File: config.mk
export PLATFORM = sky130hd
export DESIGN_NAME = prl_port_rate_cfg
export DESIGN_NICKNAME = d
export VERILOG_FILES = /design/src/include/prl_pkg.sv /design/src/design/prl_port_rate_cfg.sv
export SDC_FILE = /design/constraint.sdc
export NUM_CORES = 1
export LEC_CHECK = 0
export ABC_AREA = 0
export BUFFER_PORTS_ARGS = -buffer_cell sky130_fd_sc_hd__buf_2
export CAP_MARGIN = 20
export CORE_MARGIN = 3
export CORE_UTILIZATION = 30
export DETAILED_ROUTE_END_ITERATION = 7
export PLACE_DENSITY = 0.57
export SLEW_MARGIN = 10
export SYNTH_ARGS = -nofsm -noshare
export SYNTH_HDL_FRONTEND = slang
export SYNTH_SLANG_ARGS = --single-unit
export TNS_END_PERCENT = 50
File: constraint.sdc
create_clock -name core_clk -period 4.02 [get_ports core_clk]
set_input_delay 0.804 -clock core_clk [delete_from_list [all_inputs] [get_ports core_clk]]
set_output_delay 0.804 -clock core_clk [all_outputs]
set_load 0.005 [all_outputs]
File: src/include/prl_pkg.sv
// Package with the register map, field layout and output carrier types.
package prl_pkg;

    ////////////////////////////////////////////////////////////////////////
    // Register indices; the byte address is four times the index.
    localparam logic [9:0] PRL_IDX_RATE_COUNT_CONTROL = 10'h08a;
    localparam logic [9:0] PRL_IDX_INGRESS_LIMIT_LOW = 10'h08c;
    localparam logic [9:0] PRL_IDX_INGRESS_LIMIT_HIGH = 10'h08e;
    localparam logic [9:0] PRL_IDX_EGRESS_LIMIT_LOW = 10'h090;
    localparam logic [9:0] PRL_IDX_EGRESS_LIMIT_HIGH = 10'h092;
    localparam logic [9:0] PRL_IDX_QUEUE_CONFIG = 10'h0a0;
    localparam logic [9:0] PRL_IDX_RATE_STATUS = 10'h0a2;
    localparam int PRL_ADDR_W = 12;
    localparam int PRL_ADDR_LSB = 2;

    ////////////////////////////////////////////////////////////////////////
    // Field positions.
    localparam int PRL_CLASS_LSB = 2;
    localparam int PRL_GAP_BIT = 1;
    localparam int PRL_PREAMBLE_BIT = 0;
    localparam int PRL_SPLIT_BIT = 0;
    localparam int PRL_TWO_Q_BIT = 1;
    localparam int PRL_CODE_W = 7;
    localparam int PRL_CODE_LO_LSB = 0;
    localparam int PRL_CODE_HI_LSB = 8;
    localparam int PRL_NUM_PRIO = 4;

    ////////////////////////////////////////////////////////////////////////
    // Writable masks and reset values.
    localparam logic [15:0] PRL_MASK_CONTROL = 16'h001f;
    localparam logic [15:0] PRL_MASK_QUEUE = 16'h0003;
    localparam logic [15:0] PRL_RESET_VALUE = 16'h0000;
    localparam logic [6:0] PRL_CODE_FULL_RATE = 7'h00;

    ////////////////////////////////////////////////////////////////////////
    // Overhead bytes per frame and queue counts.
    localparam logic [4:0] PRL_GAP_BYTES = 5'h0c;
    localparam logic [4:0] PRL_PREAMBLE_BYTES = 5'h08;
    localparam logic [2:0] PRL_QUEUES_ONE = 3'h1;
    localparam logic [2:0] PRL_QUEUES_TWO = 3'h2;
    localparam logic [2:0] PRL_QUEUES_FOUR = 3'h4;

    ////////////////////////////////////////////////////////////////////////
    // AXI responses.
    localparam logic [1:0] PRL_RESP_OKAY = 2'h0;
    localparam logic [1:0] PRL_RESP_SLVERR = 2'h2;

    // Frame classes counted against the ingress limit.
    typedef enum logic [1:0] {
        PRL_CLASS_ALL = 2'h0,
        PRL_CLASS_BC_MC_FLOOD = 2'h1,
        PRL_CLASS_BC_MC = 2'h2,
        PRL_CLASS_BC = 2'h3
    } prl_class_t;

    // Settings handed to the switch datapath.
    typedef struct packed {
        prl_class_t ingress_class;
        logic count_gap;
        logic count_preamble;
        logic [4:0] overhead_bytes;
        logic [3:0][6:0] ingress_code;
        logic [3:0] ingress_limit_on;
        logic [2:0] egress_queues;
        logic [3:0][6:0] egress_code;
        logic [3:0] egress_limit_on;
    } prl_rate_cfg_t;

endpackage

File: src/design/prl_port_rate_cfg.sv
// Port 2 rate-limit configuration registers with an AXI4-Lite slave.
`timescale 1ns/1ps
`default_nettype none

// Functional notes
// - Control bits 3..2 select frame classes counted on ingress.
// - Gap bit adds twelve bytes per frame to both rates.
// - Preamble bit adds eight bytes per frame to both rates.
// - Ingress low bits 14..8: priority-1 ingress code.
// - Ingress low bits 6..0: priority-0 ingress code.
// - Ingress high bits 14..8: priority-3 ingress code.
// - Ingress high bits 6..0: priority-2 ingress code.
// - Code zero, the reset value, means full line rate.
// - Egress low bits 14..8: priority-1 egress code.
// - Egress low bits 6..0: priority-0 egress code.
// - One egress queue applies only the priority-0 limit.
// - Two egress queues apply only priority-1 and priority-0 limits.
// - Egress high holds priority-3 and priority-2 egress codes.
// - Egress high bits 14..8: priority 3; bits 6..0: priority 2.
// - Split bit picks one queue or priority queues.
module prl_port_rate_cfg (
    input wire logic core_clk,
    input wire logic rst,
    input wire logic ce,
    input wire logic [11:0] s_axi_awaddr,
    input wire logic s_axi_awvalid,
    output logic s_axi_awready,
    input wire logic [31:0] s_axi_wdata,
    input wire logic [3:0] s_axi_wstrb,
    input wire logic s_axi_wvalid,
    output logic s_axi_wready,
    output logic [1:0] s_axi_bresp,
    output logic s_axi_bvalid,
    input wire logic s_axi_bready,
    input wire logic [11:0] s_axi_araddr,
    input wire logic s_axi_arvalid,
    output logic s_axi_arready,
    output logic [31:0] s_axi_rdata,
    output logic [1:0] s_axi_rresp,
    output logic s_axi_rvalid,
    input wire logic s_axi_rready,
    output prl_pkg::prl_rate_cfg_t rate_cfg
);

    ////////////////////////////////////////////////////////////////////////
    // Register storage and bus bookkeeping.
    logic [15:0] control_ff;
    logic [15:0] ingress_low_ff;
    logic [15:0] ingress_high_ff;
    logic [15:0] egress_low_ff;
    logic [15:0] egress_high_ff;
    logic [15:0] queue_ff;
    logic aw_held_ff;
    logic w_held_ff;
    logic [9:0] waddr_ff;
    logic [15:0] wdata_ff;
    logic [1:0] wstrb_ff;
    logic bvalid_ff;
    logic [1:0] bresp_ff;
    logic rvalid_ff;
    logic [31:0] rdata_ff;
    logic [1:0] rresp_ff;
    prl_pkg::prl_rate_cfg_t cfg_ff;
    prl_pkg::prl_rate_cfg_t nxt_cfg;

    logic aw_fire;
    logic w_fire;
    logic ar_fire;
    logic do_write;
    logic [15:0] byte_mask;
    logic [15:0] wr_bits;
    logic wr_hit;
    logic [15:0] status_word;
    logic [15:0] rd_word;
    logic rd_hit;
    logic [9:0] rd_idx;

    ////////////////////////////////////////////////////////////////////////
    // Readies drop while the clock enable is low, so a frozen block
    // takes no transfer.
    assign s_axi_awready = ce && !aw_held_ff;
    assign s_axi_wready = ce && !w_held_ff;
    assign s_axi_arready = ce && !rvalid_ff;
    assign aw_fire = s_axi_awvalid && s_axi_awready;
    assign w_fire = s_axi_wvalid && s_axi_wready;
    assign ar_fire = s_axi_arvalid && s_axi_arready;
    // The write lands once both halves are held and the last answer is gone.
    assign do_write = ce && aw_held_ff && w_held_ff && !bvalid_ff;

    assign s_axi_bvalid = bvalid_ff;
    assign s_axi_bresp = bresp_ff;
    assign s_axi_rvalid = rvalid_ff;
    assign s_axi_rdata = rdata_ff;
    assign s_axi_rresp = rresp_ff;
    assign rate_cfg = cfg_ff;

    // Only the two low byte lanes carry register bits.
    assign byte_mask = {{8{wstrb_ff[1]}}, {8{wstrb_ff[0]}}};
    assign wr_bits = wdata_ff & byte_mask;

    // Write address decode.
    always_comb begin
        case (waddr_ff)
            prl_pkg::PRL_IDX_RATE_COUNT_CONTROL,
            prl_pkg::PRL_IDX_INGRESS_LIMIT_LOW,
            prl_pkg::PRL_IDX_INGRESS_LIMIT_HIGH,
            prl_pkg::PRL_IDX_EGRESS_LIMIT_LOW,
            prl_pkg::PRL_IDX_EGRESS_LIMIT_HIGH,
            prl_pkg::PRL_IDX_QUEUE_CONFIG,
            prl_pkg::PRL_IDX_RATE_STATUS: begin
                wr_hit = 1'b1;
            end
            default: begin
                wr_hit = 1'b0;
            end
        endcase
    end

    ////////////////////////////////////////////////////////////////////////
    // Address capture; address and data come in either order.
    always_ff @(posedge core_clk) begin
        if (rst) begin
            aw_held_ff <= 1'b0;
            waddr_ff <= 10'h000;
        end else if (aw_fire) begin
            aw_held_ff <= 1'b1;
            waddr_ff <= s_axi_awaddr[prl_pkg::PRL_ADDR_W-1:prl_pkg::PRL_ADDR_LSB];
        end else if (do_write) begin
            aw_held_ff <= 1'b0;
        end
    end

    // Write data capture.
    always_ff @(posedge core_clk) begin
        if (rst) begin
            w_held_ff <= 1'b0;
            wdata_ff <= 16'h0000;
            wstrb_ff <= 2'h0;
        end else if (w_fire) begin
            w_held_ff <= 1'b1;
            wdata_ff <= s_axi_wdata[15:0];
            wstrb_ff <= s_axi_wstrb[1:0];
        end else if (do_write) begin
            w_held_ff <= 1'b0;
        end
    end

    // Write answer; unmapped addresses get a slave error.
    always_ff @(posedge core_clk) begin
        if (rst) begin
            bvalid_ff <= 1'b0;
            bresp_ff <= prl_pkg::PRL_RESP_OKAY;
        end else if (ce) begin
            if (do_write) begin
                bvalid_ff <= 1'b1;
                bresp_ff <= wr_hit ? prl_pkg::PRL_RESP_OKAY
                                   : prl_pkg::PRL_RESP_SLVERR;
            end else if (s_axi_bready) begin
                bvalid_ff <= 1'b0;
            end
        end
    end

    ////////////////////////////////////////////////////////////////////////
    // Control keeps bits 4..0; upper bits are never stored or changed.
    always_ff @(posedge core_clk) begin
        if (rst) begin
            control_ff <= prl_pkg::PRL_RESET_VALUE;
        end else if (do_write &&
                     waddr_ff == prl_pkg::PRL_IDX_RATE_COUNT_CONTROL) begin
            control_ff <= (control_ff & ~(byte_mask & prl_pkg::PRL_MASK_CONTROL))
                        | (wr_bits & prl_pkg::PRL_MASK_CONTROL);
        end
    end

    // Ingress codes, zero (full rate) at reset.
    always_ff @(posedge core_clk) begin
        if (rst) begin
            ingress_low_ff <= prl_pkg::PRL_RESET_VALUE;
            ingress_high_ff <= prl_pkg::PRL_RESET_VALUE;
        end else if (do_write) begin
            if (waddr_ff == prl_pkg::PRL_IDX_INGRESS_LIMIT_LOW) begin
                ingress_low_ff <= (ingress_low_ff & ~byte_mask) | wr_bits;
            end
            if (waddr_ff == prl_pkg::PRL_IDX_INGRESS_LIMIT_HIGH) begin
                ingress_high_ff <= (ingress_high_ff & ~byte_mask) | wr_bits;
            end
        end
    end

    // Egress codes, zero (full rate) at reset.
    always_ff @(posedge core_clk) begin
        if (rst) begin
            egress_low_ff <= prl_pkg::PRL_RESET_VALUE;
            egress_high_ff <= prl_pkg::PRL_RESET_VALUE;
        end else if (do_write) begin
            if (waddr_ff == prl_pkg::PRL_IDX_EGRESS_LIMIT_LOW) begin
                egress_low_ff <= (egress_low_ff & ~byte_mask) | wr_bits;
            end
            if (waddr_ff == prl_pkg::PRL_IDX_EGRESS_LIMIT_HIGH) begin
                egress_high_ff <= (egress_high_ff & ~byte_mask) | wr_bits;
            end
        end
    end

    // Queue arrangement; one queue after reset.
    always_ff @(posedge core_clk) begin
        if (rst) begin
            queue_ff <= prl_pkg::PRL_RESET_VALUE;
        end else if (do_write &&
                     waddr_ff == prl_pkg::PRL_IDX_QUEUE_CONFIG) begin
            queue_ff <= (queue_ff & ~(byte_mask & prl_pkg::PRL_MASK_QUEUE))
                      | (wdata_ff & byte_mask & prl_pkg::PRL_MASK_QUEUE);
        end
    end

    ////////////////////////////////////////////////////////////////////////
    // Read path. The status word reflects the settings the datapath is
    // actually using, so it lags a write by one cycle.
    assign status_word = {5'h00, cfg_ff.egress_queues,
                          cfg_ff.ingress_limit_on, cfg_ff.egress_limit_on};
    assign rd_idx = s_axi_araddr[prl_pkg::PRL_ADDR_W-1:prl_pkg::PRL_ADDR_LSB];

    always_comb begin
        rd_hit = 1'b1;
        case (rd_idx)
            prl_pkg::PRL_IDX_RATE_COUNT_CONTROL: begin
                rd_word = control_ff & prl_pkg::PRL_MASK_CONTROL;
            end
            prl_pkg::PRL_IDX_INGRESS_LIMIT_LOW: rd_word = ingress_low_ff;
            prl_pkg::PRL_IDX_INGRESS_LIMIT_HIGH: rd_word = ingress_high_ff;
            prl_pkg::PRL_IDX_EGRESS_LIMIT_LOW: rd_word = egress_low_ff;
            prl_pkg::PRL_IDX_EGRESS_LIMIT_HIGH: rd_word = egress_high_ff;
            prl_pkg::PRL_IDX_QUEUE_CONFIG: rd_word = queue_ff;
            prl_pkg::PRL_IDX_RATE_STATUS: begin
                rd_word = status_word;
            end
            default: begin
                rd_word = 16'h0000;
                rd_hit = 1'b0;
            end
        endcase
    end

    // Read answer, held until the master takes it.
    always_ff @(posedge core_clk) begin
        if (rst) begin
            rvalid_ff <= 1'b0;
            rdata_ff <= 32'h0000_0000;
            rresp_ff <= prl_pkg::PRL_RESP_OKAY;
        end else if (ce) begin
            if (ar_fire) begin
                rvalid_ff <= 1'b1;
                rdata_ff <= {16'h0000, rd_word};
                rresp_ff <= rd_hit ? prl_pkg::PRL_RESP_OKAY
                                   : prl_pkg::PRL_RESP_SLVERR;
            end else if (s_axi_rready) begin
                rvalid_ff <= 1'b0;
            end
        end
    end

    ////////////////////////////////////////////////////////////////////////
    // Derived datapath settings.
    always_comb begin
        nxt_cfg = cfg_ff;
        nxt_cfg.ingress_class = prl_pkg::prl_class_t'(
            control_ff[prl_pkg::PRL_CLASS_LSB +: 2]);
        nxt_cfg.count_gap = control_ff[prl_pkg::PRL_GAP_BIT];
        nxt_cfg.count_preamble = control_ff[prl_pkg::PRL_PREAMBLE_BIT];
        // One overhead figure serves ingress and egress alike.
        nxt_cfg.overhead_bytes =
            (control_ff[prl_pkg::PRL_GAP_BIT] ? prl_pkg::PRL_GAP_BYTES
                                               : 5'h00)
          + (control_ff[prl_pkg::PRL_PREAMBLE_BIT] ? prl_pkg::PRL_PREAMBLE_BYTES
                                                    : 5'h00);
        // Split off means one queue; split on means four unless two chosen.
        if (!queue_ff[prl_pkg::PRL_SPLIT_BIT]) begin
            nxt_cfg.egress_queues = prl_pkg::PRL_QUEUES_ONE;
        end else if (queue_ff[prl_pkg::PRL_TWO_Q_BIT]) begin
            nxt_cfg.egress_queues = prl_pkg::PRL_QUEUES_TWO;
        end else begin
            nxt_cfg.egress_queues = prl_pkg::PRL_QUEUES_FOUR;
        end
    end

    // Priorities 0 and 1 sit low, 2 and 3 high; odd ones use bits 14..8.
    logic [3:0][6:0] ingress_code;
    logic [3:0][6:0] egress_code;
    logic [3:0][6:0] egress_applied;
    logic [3:0] ingress_on;
    logic [3:0] egress_on;

    genvar p;
    generate
        for (p = 0; p < prl_pkg::PRL_NUM_PRIO; p = p + 1) begin : g_prio
            localparam int LSB = (p % 2 == 1) ? prl_pkg::PRL_CODE_HI_LSB
                                              : prl_pkg::PRL_CODE_LO_LSB;
            localparam logic [2:0] NEED = 3'(p + 1);
            if (p < 2) begin : g_low
                assign ingress_code[p] =
                    ingress_low_ff[LSB +: prl_pkg::PRL_CODE_W];
                assign egress_code[p] =
                    egress_low_ff[LSB +: prl_pkg::PRL_CODE_W];
            end else begin : g_high
                assign ingress_code[p] =
                    ingress_high_ff[LSB +: prl_pkg::PRL_CODE_W];
                assign egress_code[p] =
                    egress_high_ff[LSB +: prl_pkg::PRL_CODE_W];
            end
            // Codes past the queue count read as full rate, so a stale
            // code cannot throttle a merged queue.
            assign egress_applied[p] =
                (nxt_cfg.egress_queues >= NEED) ? egress_code[p]
                                                : prl_pkg::PRL_CODE_FULL_RATE;
            // Zero means no ceiling; anything else indexes the rate table.
            assign ingress_on[p] =
                ingress_code[p] != prl_pkg::PRL_CODE_FULL_RATE;
            assign egress_on[p] =
                egress_applied[p] != prl_pkg::PRL_CODE_FULL_RATE;
        end
    endgenerate

    ////////////////////////////////////////////////////////////////////////
    // Settings to the datapath, registered.
    always_ff @(posedge core_clk) begin
        if (rst) begin
            cfg_ff <= '0;
            cfg_ff.egress_queues <= prl_pkg::PRL_QUEUES_ONE;
        end else if (ce) begin
            cfg_ff <= nxt_cfg;
            cfg_ff.ingress_code <= ingress_code;
            cfg_ff.ingress_limit_on <= ingress_on;
            cfg_ff.egress_code <= egress_applied;
            cfg_ff.egress_limit_on <= egress_on;
        end
    end

endmodule

`default_nettype wire

==> impl_metrics.tcl <==
set metrics [dict create \
    die-area_um2 29940 \
    clk_path_buf_depth 2 \
    worstSetupStartpoint "ce" \
    fin_skew_ps 9.632 \
    synth_seq_cells 194 \
    hold_buffers 0 \
    final_area_um2 9504 \
    ir_drop_mv 0.2474 \
    worstSetupPathType "in2out" \
    drive_gt1_share_pct 20.78 \
    grt_pass1_vias 5863 \
    status "finished, final reports clean" \
    gp_congestion 0.8440 \
    numClockSinks 194 \
    dieWidth_um 173.0 \
    htreeDepth 4 \
    holdCritPathClass "reg2reg" \
    finalSetupViolations 0 \
    nFillCells 2855 \
    cp.arrival_ps 1840 \
    post_dp_cell_area_um2 8887 \
    drt-initial-drc-count 388 \
    start_kind "primary input" \
    post_drt_wl_per_cell_um 17.53 \
    multi_input_area_um2 3695 \
    fmax_mhz 377.6 \
    syn_area_per_cell_um2 9.270 \
    grt_max_degree 101 \
    synth-edff-count 0 \
    dieHeight_um 173.0 \
    maxCapViolCount 0 \
    portBuffers 142 \
    cp-endpoint "s_axi_awready" \
    antenna_found_initial 3 \
    crit_path_max_fanout 31 \
    timing.final.crit_share_pct 65.88 \
    coreArea_um2 27180 \
    synth.distinct_cells 51 \
    slew-limit-headroom_pct 27.73 \
    gr-total-overflow 0 \
    insertion_delay_ps 430 \
    register_area_um2 3884 \
    grt_usage_pct 15.55 \
    cts_setup_buffers 0 \
    ff2ff_path_depth 5 \
    dp_hpwl_um 17050 \
    finalHoldViolations 0 \
    rr_startpoint "waddr_ff[9]" \
    p_leak_nw 4.127 \
    cts_made_buffers 17 \
    drt-total-wl_um 23590 \
    holdWs_ps 451.6 \
    slew_viol_final 0 \
    yosysWarnings 0 \
    ys_seq_area_share_pct 46.40 \
    ant_nets 0 \
    initial_utilization_pct 30.80 \
    avgViaCountPerCell 4.746 \
    fin_crit_ps 2648 \
    area_growth_pct 13.54 \
    cts_root_buf "clkbuf_16" \
    synth-async-reset-ratio_pct 0 \
    ios 185 \
    synth_flop_cell "dfxtp_1" \
    cp-end-kind "output port" \
    cts_resized 0 \
    route.detailed.drc 0 \
    clk_pin_slew_ps 80 \
    vias 6388 \
    r2r_setup_slack_ps 1690 \
    cts_tree "yes" \
    nets 1028 \
    grt_pass1_wl_um 36400 \
    tightest_slew_ps 1084 \
    crit_required_ps 3220 \
    dr.pass1.iters 5 \
    row_count 60 \
    rsz0062_at_grt "no" \
    netlist_instances 903 \
    p_per_area_nw_per_um2 415.5 \
    synth_area_um2 8371 \
    fin_tns_setup_ps 0 \
]
## per-layer routing
metal	vias to the layer above	global-route usage (%)	wire length [µm]
li1	3145	-	-
met4	2	3.716	238
met2	204	24.30	10990
met5	-	0	7
met1	3018	21.97	10950
met3	19	3.316	1408
## layout by cell type, fill, tap and decap left out, drive strengths merged, types with 5 or more instances in the layout
master	instances
inv	11
o22a	5
conb	20
o22ai	6
nor2	157
dfxtp	194
a21oi	37
nor3	18
nand4	5
nand2	73
clkbuf	19
mux2i	147
a22oi	17
nor2b	6
a211oi	11
nor4	12
nor4b	5
o21ai	11
nand3	13
a311oi	6
buf	158
## where the power goes
group | total [mW] | internal (mW) | switching [mW]
Clock | 1.77 | 0.975 | 0.793
Combinational | 0.207 | 0.0739 | 0.133
Sequential | 1.97 | 1.94 | 0.0304
## per-stage QoR
stage / setup slack [ps] / std cells / utilization, % / total power [mW]
after floorplan: 1551 / 922 / - / 2.158
after global placement: 1034 / 1312 / 32.70 / 2.225
after detailed placement: 970.6 / 1312 / 32.70 / 2.225
after CTS: 1351 / 1344 / 34.95 / 3.986
after global routing: 1145 / 1346 / 34.97 / 4.095
final: 1372 / 1346 / 34.97 / 3.949
## how the worst min path moves through the flow
stage	start	endpoint	slack, ps	cells after the start
after floorplan	rate_cfg[11]	rate_cfg[11]	440	2
after global placement	s_axi_rdata[13]	s_axi_rdata[13]	430	2
after detailed placement	s_axi_bresp[1]	s_axi_bresp[1]	440	2
after CTS	s_axi_rresp[1]	s_axi_rresp[1]	460	2
after global routing	s_axi_rdata[15]	s_axi_rdata[15]	490	2
final	s_axi_rdata[12]	s_axi_rdata[12]	450	2
## cell usage after synthesis, types with 7 or more instances
cell      count  area [µm²]
nor3_1       16       80.08
nor4_1       12       75.07
mux2i_1     147        1471
nor2_1      157       589.3
a22oi_1      17       127.6
a21oi_1      37       185.2
a211oi_1     11       82.58
clkbuf_1     46       172.7
buf_4        87       653.1
o21ai_0       7       35.03
nand3_1      13       65.06
nand2_1      73       274.0
dfxtp_1     194        3884
## cell type report
type                       count  share of cell area (%)
inverter                       2                 0.07899
timing repair buffer         158                   8.794
clock buffer                  19                   4.766
tap                          372                   4.897
sequential                   194                   40.86
antenna                        2                 0.05266
clock inverter                13                   1.672
multi-input combinational    586                   38.88
## critical path: stages
cell and delay (ps):
buf_4 310, inv_1 70, buf_4 250, nor2_1 240, buf_2 150
## cell families (layout without fill, tap and decap cells)
logic type | count (synthesis) | in the layout | share of synthesized area [%]
buffers and inverters | 142 | 192 | 10.37
muxes | 150 | 150 | 17.98
AOI/OAI and AO/OA | 102 | 102 | 7.878
and+or+nand+nor | 311 | 311 | 16.97
DFF | 194 | 194 | 46.40
adders and majority gates | 1 | 1 | 0.1495
other | 1 | 22 | 0.04480
xor gates and xnor gates | 2 | 2 | 0.2093
No activity file was read; power rests on OpenSTA's default activity.
